## config.mk

```make
export PLATFORM = sky130hd
export DESIGN_NAME = scrc_clock_cfg
export DESIGN_NICKNAME = d
export VERILOG_FILES = /design/src/scrc_pkg.sv /design/src/scrc_clock_cfg.sv
export VERILOG_INCLUDE_DIRS = /design/src
export SDC_FILE = /design/constraint.sdc
export NUM_CORES = 1
export LEC_CHECK = 0
export ABC_CLOCK_PERIOD_IN_PS = 4500
export BUFFER_PORTS_ARGS = -buffer_cell sky130_fd_sc_hd__buf_2
export CAP_MARGIN = 40
export CELL_PAD_IN_SITES_DETAIL_PLACEMENT = 2
export CELL_PAD_IN_SITES_GLOBAL_PLACEMENT = 2
export CORE_MARGIN = 2
export CORE_UTILIZATION = 33
export CTS_BUF_LIST = sky130_fd_sc_hd__clkbuf_16
export DETAILED_ROUTE_END_ITERATION = 8
export PLACE_DENSITY = 0.95
export SLEW_MARGIN = 10
export SYNTH_ARGS = -nofsm -noshare
export SYNTH_HDL_FRONTEND = slang
export SYNTH_SLANG_ARGS = --single-unit
```

## constraint.sdc

```tcl
create_clock -name sys_clk_i -period 4.5 [get_ports sys_clk_i]
set_input_delay 0.9 -clock sys_clk_i [delete_from_list [all_inputs] [get_ports sys_clk_i]]
set_output_delay 0.9 -clock sys_clk_i [all_outputs]
set_load 0.01 [all_outputs]
```

## src/scrc_regs.svh

```systemverilog
`ifndef SCRC_REGS_SVH
`define SCRC_REGS_SVH

// Register byte offsets
`define SCRC_OFF_DIV 8'h00
`define SCRC_OFF_STAT 8'h04

// Local bus divider field
`define SCRC_DIV_W 5
`define SCRC_DIV_RST 5'h08
`define SCRC_DIV_MIN 5'h02

// Status field positions
`define SCRC_ST_PLAT_LSB 0
`define SCRC_ST_CORE_LSB 4
`define SCRC_ST_LOCK_BIT 8
`define SCRC_ST_PERR_BIT 9
`define SCRC_ST_CERR_BIT 10

// Cycles after reset release before the straps are latched
`define SCRC_CAP_CYCLES 2'h2

// Platform strap codes and multipliers
`define SCRC_PC_2X 4'h2
`define SCRC_PC_3X 4'h3
`define SCRC_PC_4X 4'h4
`define SCRC_PC_5X 4'h5
`define SCRC_PC_6X 4'h6
`define SCRC_PC_8X 4'h8
`define SCRC_PM_2X 4'h2
`define SCRC_PM_3X 4'h3
`define SCRC_PM_4X 4'h4
`define SCRC_PM_5X 4'h5
`define SCRC_PM_6X 4'h6
`define SCRC_PM_8X 4'h8

// Core strap codes and ratios in half steps
`define SCRC_CC_2X 5'h08
`define SCRC_CC_25X 5'h0c
`define SCRC_CC_3X 5'h10
`define SCRC_CR_2X 4'h4
`define SCRC_CR_25X 4'h5
`define SCRC_CR_3X 4'h6

`endif

```

## src/scrc_pkg.sv

```systemverilog
package scrc_pkg;

  // Configuration state
  typedef enum logic [1:0] {
    SCRC_ST_SYNC = 2'b00,
    SCRC_ST_RUN = 2'b01,
    SCRC_ST_ERR = 2'b10
  } scrc_state_t;

  // Decoded ratios as one bundle
  typedef struct packed {
    logic core_err;
    logic plat_err;
    logic [3:0] core_x2;
    logic [3:0] plat_mult;
  } scrc_ratio_t;

endpackage : scrc_pkg

```

## src/scrc_clock_cfg.sv

```systemverilog
// Contract
// Platform multiplier from straps latched, no default
// Platform codes 2,3,4,5,6,8x; others reserved
// Core codes 2x, 2.5x, 3x; others reserved
// Memory clock is half platform clock
// Local clocks divide platform clock by field; field values 0 and 1 divide by two
// Board sets platform equal to DDR rate
// Board avoids platform between 400 and 500
// Board keeps all clocks within ranges
// FIFO GMII clocks at most platform/4.2
// FIFO encoded clocks at most platform/3.2
// Reserved code stops clocks, flags error
`timescale 1ns/1ps
`include "scrc_regs.svh"

module scrc_clock_cfg
  import scrc_pkg::*;
(
  // Clock and reset; the clock stands for the platform clock
  input wire logic sys_clk_i,
  input wire logic sys_rst_i,
  // Board straps, asynchronous pins
  input wire logic [3:0] platform_ratio_strap_i,
  input wire logic [4:0] core_ratio_strap_i,
  // Register port
  input wire logic [7:0] addr_i,
  input wire logic [31:0] wdata_i,
  input wire logic wr_i,
  input wire logic rd_i,
  output logic [31:0] rdata_o,
  // Decoded configuration
  output logic [3:0] platform_mult_o,
  output logic [3:0] core_ratio_x2_o,
  output logic cfg_err_o,
  output logic clk_locked_o,
  // Derived clocks
  output logic mem_bus_clk_o,
  output logic [2:0] local_bus_clock_out_o
);

  // Strap synchronisers; first stage feeds only the second
  logic [3:0] plat_s1_q;
  logic [3:0] plat_s2_q;
  logic [4:0] core_s1_q;
  logic [4:0] core_s2_q;
  // Latched straps and decoded result
  logic [3:0] plat_cap_q;
  logic [4:0] core_cap_q;
  scrc_ratio_t ratio_d;
  // Sequencing
  scrc_state_t state_q;
  logic [1:0] cap_cnt_q;
  // Divider register and counter
  logic [`SCRC_DIV_W-1:0] div_q;
  logic [`SCRC_DIV_W-1:0] div_eff;
  logic [`SCRC_DIV_W-1:0] lb_cnt_q;
  logic run;

  assign run = (state_q == SCRC_ST_RUN);

  // Two-flop strap synchroniser
  always_ff @(posedge sys_clk_i or posedge sys_rst_i) begin
    if (sys_rst_i) begin
      plat_s1_q <= 4'h0;
      plat_s2_q <= 4'h0;
      core_s1_q <= 5'h00;
      core_s2_q <= 5'h00;
    end else begin
      plat_s1_q <= platform_ratio_strap_i;
      plat_s2_q <= plat_s1_q;
      core_s1_q <= core_ratio_strap_i;
      core_s2_q <= core_s1_q;
    end
  end

  // Strap decode from the latched values
  always_comb begin
    ratio_d = '0;
    case (plat_cap_q)
      `SCRC_PC_2X: ratio_d.plat_mult = `SCRC_PM_2X;
      `SCRC_PC_3X: ratio_d.plat_mult = `SCRC_PM_3X;
      `SCRC_PC_4X: ratio_d.plat_mult = `SCRC_PM_4X;
      `SCRC_PC_5X: ratio_d.plat_mult = `SCRC_PM_5X;
      `SCRC_PC_6X: ratio_d.plat_mult = `SCRC_PM_6X;
      `SCRC_PC_8X: ratio_d.plat_mult = `SCRC_PM_8X;
      // Reserved and unlisted codes have no multiplier
      default: ratio_d.plat_err = 1'b1;
    endcase
    case (core_cap_q)
      `SCRC_CC_2X: ratio_d.core_x2 = `SCRC_CR_2X;
      `SCRC_CC_25X: ratio_d.core_x2 = `SCRC_CR_25X;
      `SCRC_CC_3X: ratio_d.core_x2 = `SCRC_CR_3X;
      default: ratio_d.core_err = 1'b1;
    endcase
  end

  // Power-up sequence: wait for the synchroniser, latch once, then run or stop.
  // Straps are latched only here, so later pin activity cannot change the ratio.
  always_ff @(posedge sys_clk_i or posedge sys_rst_i) begin
    if (sys_rst_i) begin
      state_q <= SCRC_ST_SYNC;
      cap_cnt_q <= 2'h0;
      plat_cap_q <= 4'h0;
      core_cap_q <= 5'h00;
    end else begin
      case (state_q)
        SCRC_ST_SYNC: begin
          if (cap_cnt_q == `SCRC_CAP_CYCLES) begin
            plat_cap_q <= plat_s2_q;
            core_cap_q <= core_s2_q;
            state_q <= SCRC_ST_RUN;
          end else begin
            cap_cnt_q <= cap_cnt_q + 2'h1;
          end
        end
        SCRC_ST_RUN: begin
          // Checked one cycle after latching, when decode has settled
          if (ratio_d.plat_err || ratio_d.core_err) begin
            state_q <= SCRC_ST_ERR;
          end
        end
        // Error is final until the next reset
        SCRC_ST_ERR: state_q <= SCRC_ST_ERR;
        default: state_q <= SCRC_ST_SYNC;
      endcase
    end
  end

  // Decoded outputs, valid once latched
  always_ff @(posedge sys_clk_i or posedge sys_rst_i) begin
    if (sys_rst_i) begin
      platform_mult_o <= 4'h0;
      core_ratio_x2_o <= 4'h0;
      cfg_err_o <= 1'b0;
      clk_locked_o <= 1'b0;
    end else begin
      platform_mult_o <= (state_q == SCRC_ST_SYNC) ? 4'h0 : ratio_d.plat_mult;
      core_ratio_x2_o <= (state_q == SCRC_ST_SYNC) ? 4'h0 : ratio_d.core_x2;
      cfg_err_o <= (state_q == SCRC_ST_ERR);
      clk_locked_o <= run && !(ratio_d.plat_err || ratio_d.core_err);
    end
  end

  // Memory bus clock toggles every platform cycle while running
  always_ff @(posedge sys_clk_i or posedge sys_rst_i) begin
    if (sys_rst_i) begin
      mem_bus_clk_o <= 1'b0;
    end else begin
      mem_bus_clk_o <= run ? ~mem_bus_clk_o : 1'b0;
    end
  end

  // Divider register; zero and one would stall the clock, so they act as two
  always_ff @(posedge sys_clk_i or posedge sys_rst_i) begin
    if (sys_rst_i) begin
      div_q <= `SCRC_DIV_RST;
    end else if (wr_i && (addr_i == `SCRC_OFF_DIV)) begin
      div_q <= wdata_i[`SCRC_DIV_W-1:0];
    end
  end

  assign div_eff = (div_q < `SCRC_DIV_MIN) ? `SCRC_DIV_MIN : div_q;

  // Local bus divide counter; wraps early if the divider shrinks
  always_ff @(posedge sys_clk_i or posedge sys_rst_i) begin
    if (sys_rst_i) begin
      lb_cnt_q <= '0;
    end else if (!run || (lb_cnt_q >= div_eff - `SCRC_DIV_W'(1))) begin
      lb_cnt_q <= '0;
    end else begin
      lb_cnt_q <= lb_cnt_q + `SCRC_DIV_W'(1);
    end
  end

  // Three matched local clock outputs, high for the first div_eff/2 cycles (rounded down) of each period
  for (genvar i = 0; i < 3; i++) begin : g_lclk
    always_ff @(posedge sys_clk_i or posedge sys_rst_i) begin
      if (sys_rst_i) begin
        local_bus_clock_out_o[i] <= 1'b0;
      end else begin
        local_bus_clock_out_o[i] <= run && (lb_cnt_q < (div_eff >> 1));
      end
    end
  end

  // Read port: data one cycle after the strobe, unmapped reads zero
  always_ff @(posedge sys_clk_i or posedge sys_rst_i) begin
    if (sys_rst_i) begin
      rdata_o <= 32'h0000_0000;
    end else if (rd_i) begin
      rdata_o <= 32'h0000_0000;
      case (addr_i)
        `SCRC_OFF_DIV: rdata_o[`SCRC_DIV_W-1:0] <= div_q;
        `SCRC_OFF_STAT: begin
          rdata_o[`SCRC_ST_PLAT_LSB +: 4] <= platform_mult_o;
          rdata_o[`SCRC_ST_CORE_LSB +: 4] <= core_ratio_x2_o;
          rdata_o[`SCRC_ST_LOCK_BIT] <= clk_locked_o;
          rdata_o[`SCRC_ST_PERR_BIT] <= cfg_err_o && ratio_d.plat_err;
          rdata_o[`SCRC_ST_CERR_BIT] <= cfg_err_o && ratio_d.core_err;
        end
        default: rdata_o <= 32'h0000_0000;
      endcase
    end else begin
      rdata_o <= 32'h0000_0000;
    end
  end

  // Helper: cycles between rising edges of the first local clock
  logic [7:0] per_cnt_q;
  logic seen_rise_q;
  logic div_same_q;
  logic lclk0_prev_q;
  always_ff @(posedge sys_clk_i or posedge sys_rst_i) begin
    if (sys_rst_i) begin
      per_cnt_q <= 8'h00;
      seen_rise_q <= 1'b0;
      div_same_q <= 1'b0;
      lclk0_prev_q <= 1'b0;
    end else begin
      lclk0_prev_q <= local_bus_clock_out_o[0];
      if (local_bus_clock_out_o[0] && !lclk0_prev_q) begin
        per_cnt_q <= 8'h01;
        seen_rise_q <= 1'b1;
        // A write on the rise itself already bends the period that starts here
        div_same_q <= !(wr_i && (addr_i == `SCRC_OFF_DIV));
      end else begin
        per_cnt_q <= per_cnt_q + 8'h01;
        if (wr_i && (addr_i == `SCRC_OFF_DIV)) begin
          div_same_q <= 1'b0;
        end
      end
    end
  end
endmodule : scrc_clock_cfg

```

[After elaboration in Yosys (flattened, before gate mapping)]
Index checks and enable logic that the tools add are counted.
Word-level totals
  bits in registers: 85
  input bits: 53
  word-level logic and storage cells: 71
Cells by class
  add/subtract/negate cells: 3
  magnitude comparators: 3
  equal/unequal tests: 15
  mux-type cells: 15
  bitwise logic cells: 2
  reduce and logical (&&, ||, !) cells: 16
Operators by type and width (count)
  4-bit case mux with 6 select lines: 1
  4-bit by 3-bit == test with 1-bit output, second input constant: 3
  11-bit two-way mux: 1
  5-bit by 4-bit == test with 1-bit output, second input constant: 2
  5-bit two-way mux: 2
  5-bit case mux with 2 select lines: 1
  3-bit case mux with 3 select lines: 1
  4-bit by 2-bit == test with 1-bit output, second input constant: 2
  8-bit by 3-bit == test with 1-bit output, second input constant: 1
  8-bit zero test: 1
  4-bit two-way mux: 2
  6-bit two-way mux: 1
  2-bit case mux with 3 select lines: 1
  2-bit AND reduction: 3
  6-bit OR reduction: 1
  5-bit by 1-bit adder with 5-bit output, second input constant: 1
  5-bit == test, second input constant: 1
  5-bit greater-or-equal comparator: 1
  1-bit logical AND: 5
  5-bit by 2-bit less-than comparator with 1-bit output, second input constant: 1
  5-bit by 4-bit less-than comparator with 1-bit output: 1
  5-bit by 1-bit subtractor with 5-bit output, second input constant: 1
  2-bit == test, second input constant: 2
  4-bit == test, second input constant: 1
  11 further kinds: 17

[Longest topological paths before layout]
  depth after elaboration: 6
  mapped depth: 9

[Least setup slack after synthesis]
Ideal clock, no wire load.
  path kind: in2reg
  start point: input port addr_i[5]
  end point: register div_q[0]
  data arrival time: 2.078 ns
  slack: 2.297 ns
  stages: 4
  path buffers: 0
  path through: or4_4 -> nor4_4 -> nand3b_2 -> mux2_2
Between the ends
  cells in the longest elaborated chain, start to end: 2
Ends and longest elaborated chain
  start: declaration: RTL line scrc_clock_cfg.sv:26  | input wire logic [7:0] addr_i,
  8-bit zero test
  1-bit logical AND
  end signal: assignment: RTL line scrc_clock_cfg.sv:156  | div_q <= `SCRC_DIV_RST;
  end signal: assignment: RTL line scrc_clock_cfg.sv:158  | div_q <= wdata_i[`SCRC_DIV_W-1:0];
  end: declaration: RTL line scrc_clock_cfg.sv:54  | logic [`SCRC_DIV_W-1:0] div_q;
Every way passes these cells.
A chain may end at the register's enable or synchronous reset.

[Worst setup path in the final report]
  start point: register div_q[4]
  end point: register lb_cnt_q[4]
Between the ends
  cells in the longest elaborated chain, start to end: 6
Ends and longest elaborated chain
  5-bit by 2-bit less-than comparator with 1-bit output (no source line)
  5-bit two-way mux (*): RTL line scrc_clock_cfg.sv:162  | assign div_eff = (div_q < `SCRC_DIV_MIN) ? `SCRC_DIV_MIN : div_q;
  5-bit by 1-bit subtractor with 5-bit output (*): RTL line scrc_clock_cfg.sv:168  | end else if (!run || (lb_cnt_q >= div_eff - `SCRC_DIV_W'(1))) begin
  5-bit greater-or-equal comparator (*): RTL line scrc_clock_cfg.sv:168
  1-bit logical OR (*): RTL line scrc_clock_cfg.sv:168
  5-bit two-way mux (*): RTL line scrc_clock_cfg.sv:168
  end signal: assignment: RTL line scrc_clock_cfg.sv:171  | lb_cnt_q <= lb_cnt_q + `SCRC_DIV_W'(1);
  end: declaration: RTL line scrc_clock_cfg.sv:56  | logic [`SCRC_DIV_W-1:0] lb_cnt_q;
Every way passes the cells marked *; elsewhere a longest branch is shown, timed or not.

==> flow_summary.toml <==
[detailed_routing]
antenna_left = 0
route.detailed.drc = 0
drt_iter0_drc = 56
routed_wl_um = 6080
num_vias = 1706
firstDrtPassIters = 3
routedWlPerCell_um = 16.4
routed_via_density = 4.59

[setup_path]
reg2reg_setup_slack_ps = 1720
crit_slowest_cell = "o41ai_1"
max_stage_delay_ps = 590
worstPathMaxFanout = 5
cp_common_cell = "ha_1"
worstPathRequired_ps = 4670
worstReg2RegEnd = "lb_cnt_q[4]"
cp_top_family = "compound AO/OA/AOI/OAI gates"
worstSetupStartpointType = "flop"
cp_num_buf_inv = 0
end_kind = "flop"
reg2reg_depth = 8
critPathKind = "reg2reg"
path_cells = "o41ai_1 -> ha_1 -> nand2_1 -> xnor2_1 -> ha_1 -> o211ai_1 -> o21ai_0 -> nor2_1"
reg2reg_from = "div_q[4]"
critical_path_arrival_ps = 2960

[floorplan]
fp.dieArea_um2 = 8760
rows = 32
dieHeight_um = 93.6
die_width_um = 93.6
ioPinCount = 99
core_area_um2 = 7770
start_util_pct = 34.1

[finish]
design_area_um2 = 3210
drive_above_1_share_pct = 30.7
num-fill-cells = 832
area_delta_synth_final_pct = 21.4
insertedDiodeCount = 0
multiInputGateArea_um2 = 937
final_nets = 333
area.sequential_um2 = 1550
layout.cells.non_filler = 372

[logic_synthesis]
syn_inst = 211
synth_most_common_cell = "dfrtp_1"
synth_area_leaders = "dfrtp_1, buf_4, ha_1"
synth_top_area_share_pct = 57.7
ys_types = 42
avgSynthCellArea_um2 = 12.5
ys_warn_count = 0
synth-seq-cells = 62
synth_top_area_cell = "dfrtp_1"
async_flop_share_pct = 100
synth_edf_count = 0
netlist_area_um2 = 2650
synthTopCellsByCount = "dfrtp_1, buf_4, nor2_1, ha_1, mux2_2"
ys.flop_type = "dfrtp_1"
ys_seq_area_share_pct = 58.6

[sta]
finalHoldWorstSlack_ps = 348
worst_pin_slew_ps = 697
max_freq_mhz = 360
slew_headroom_pct = 53.1
tns_ps = 0
rsz0062_at_grt = "false"
skew_ps = 4.26
setup_viol = 0
min_period_ps = 2780
hold_viol_final = 0
drv_slew = 0
period_share_pct = 61.8

[place]
hpwl_um = 4410
gp_congestion = 0.729
placed_area_um2 = 2910
placedCellCount = 357
io_buffers = 48

[clock_network]
clk_latency_ps = 320
cts_resized = 0
root_buffer = "clkbuf_16"
clockBufferDepth = 2
cts_buffers = 9
clkSinkCount = 62
post-cts-setup-buffer-count = 0
cts_htree_levels = 3
ctsHoldBuffers = 0
clk_pin_slew_ps = 50
cts_tree = "built"

[power_and_ir_drop]
power_mw = 1.86
cellPowerDensity_nw_per_um2 = 578
vdd_drop_max_mv = 0.208
p_leak_nw = 1.63

[job]
max_cap_violations = 0

[global_routing]
grt_pass1_wl_um = 9920
grt_pass1_vias = 1972
track_usage_pct = 15.4
grt_max_degree = 35
antenna_found_initial = 0
grt-ovfl-total = 0

[min_path]
hold_class = "reg2reg"
min_from = "plat_s1_q[1]"
holdPathEnd = "plat_s2_q[1]"
whs_path_depth = 0

[outcome]
status = "complete, no violations"
## registers in the layout, summed over array words and instances, names as in the netlist, 2 cells and up
signal and cells:
cap_cnt_q 2, div_q 5, rdata_o 10, plat_s1_q 4, plat_s2_q 4, plat_cap_q 4
core_s2_q 5, platform_mult_o 4, core_ratio_x2_o 3, core_s1_q 5, core_cap_q 5, lb_cnt_q 5
state_q 2
## placed cells by master (no fill, tap or decap), types with 2 or more instances in the layout
cell / instances
dfrtp_1: 61
buf_2: 48
conb_1: 23
nor2_1: 17
mux2_2: 14
ha_1: 14
inv_1: 11
clkbuf_16: 9
nand2_1: 8
mux2i_1: 5
a21oi_1: 5
xnor2_1: 4
xor2_1: 3
and3_1: 3
and2_1: 3
o21ai_0: 3
nand2b_1: 2
a31oi_1: 2
a211oi_1: 2
nand3_1: 2
nor2b_1: 2
clkinv_2: 2
bufinv_16: 2
clkinv_1: 2
## final cells by class
cell class | instances | area share, %
Tap cell | 102 | 3.97
Clock inverter | 6 | 2.41
Inverter | 12 | 1.40
Multi-Input combinational cell | 132 | 29.2
Sequential cell | 62 | 48.3
Clock buffer | 9 | 7.01
Timing Repair Buffer | 49 | 7.71
## worst max path at each step
stage | start | endpoint | slack (ps) | depth (start not counted)
2_1_floorplan | sys_rst_i | cap_cnt_q[0] | 2060 | 1
3_3_place_gp | div_q[4] | lb_cnt_q[3] | 1970 | 8
3_5_place_dp | div_q[4] | lb_cnt_q[3] | 1920 | 8
4_1_cts | div_q[4] | lb_cnt_q[4] | 1670 | 8
5_1_grt | div_q[4] | lb_cnt_q[4] | 1540 | 8
6_report | div_q[4] | lb_cnt_q[4] | 1720 | 8
## per-stage QoR
stage	util, %	setup WS, ps
6_report	41.4	1720
5_1_grt	41.4	1540
3_5_place_dp	37.5	1920
2_1_floorplan	-	2060
3_3_place_gp	37.5	1970
4_1_cts	41.4	1670
## metal layers
layer	wire length (um)	track usage [%]	up-vias
li1	-	-	777
met1	2320	16.6	848
met3	362	3.46	11
met2	3260	27.7	70
met4	142	8.57	0
met5	0	0	-
## report_power, final
part / total [mW] / leakage, nW / switching [mW] / internal (mW)
Combinational: 0.408 / 0.694 / 0.223 / 0.185
Clock: 0.703 / 0.150 / 0.228 / 0.475
Sequential: 0.746 / 0.785 / 0.0884 / 0.658
## cells by family after synthesis
group / synth area share [%]
buf+inv: 9.07
xor+xnor: 2.32
mux: 7.85
flops: 58.6
fa+ha+maj: 6.62
other cells: 0.142
simple gates: 10.4
compound gates: 4.96
Power figures use the tool's default switching activity.
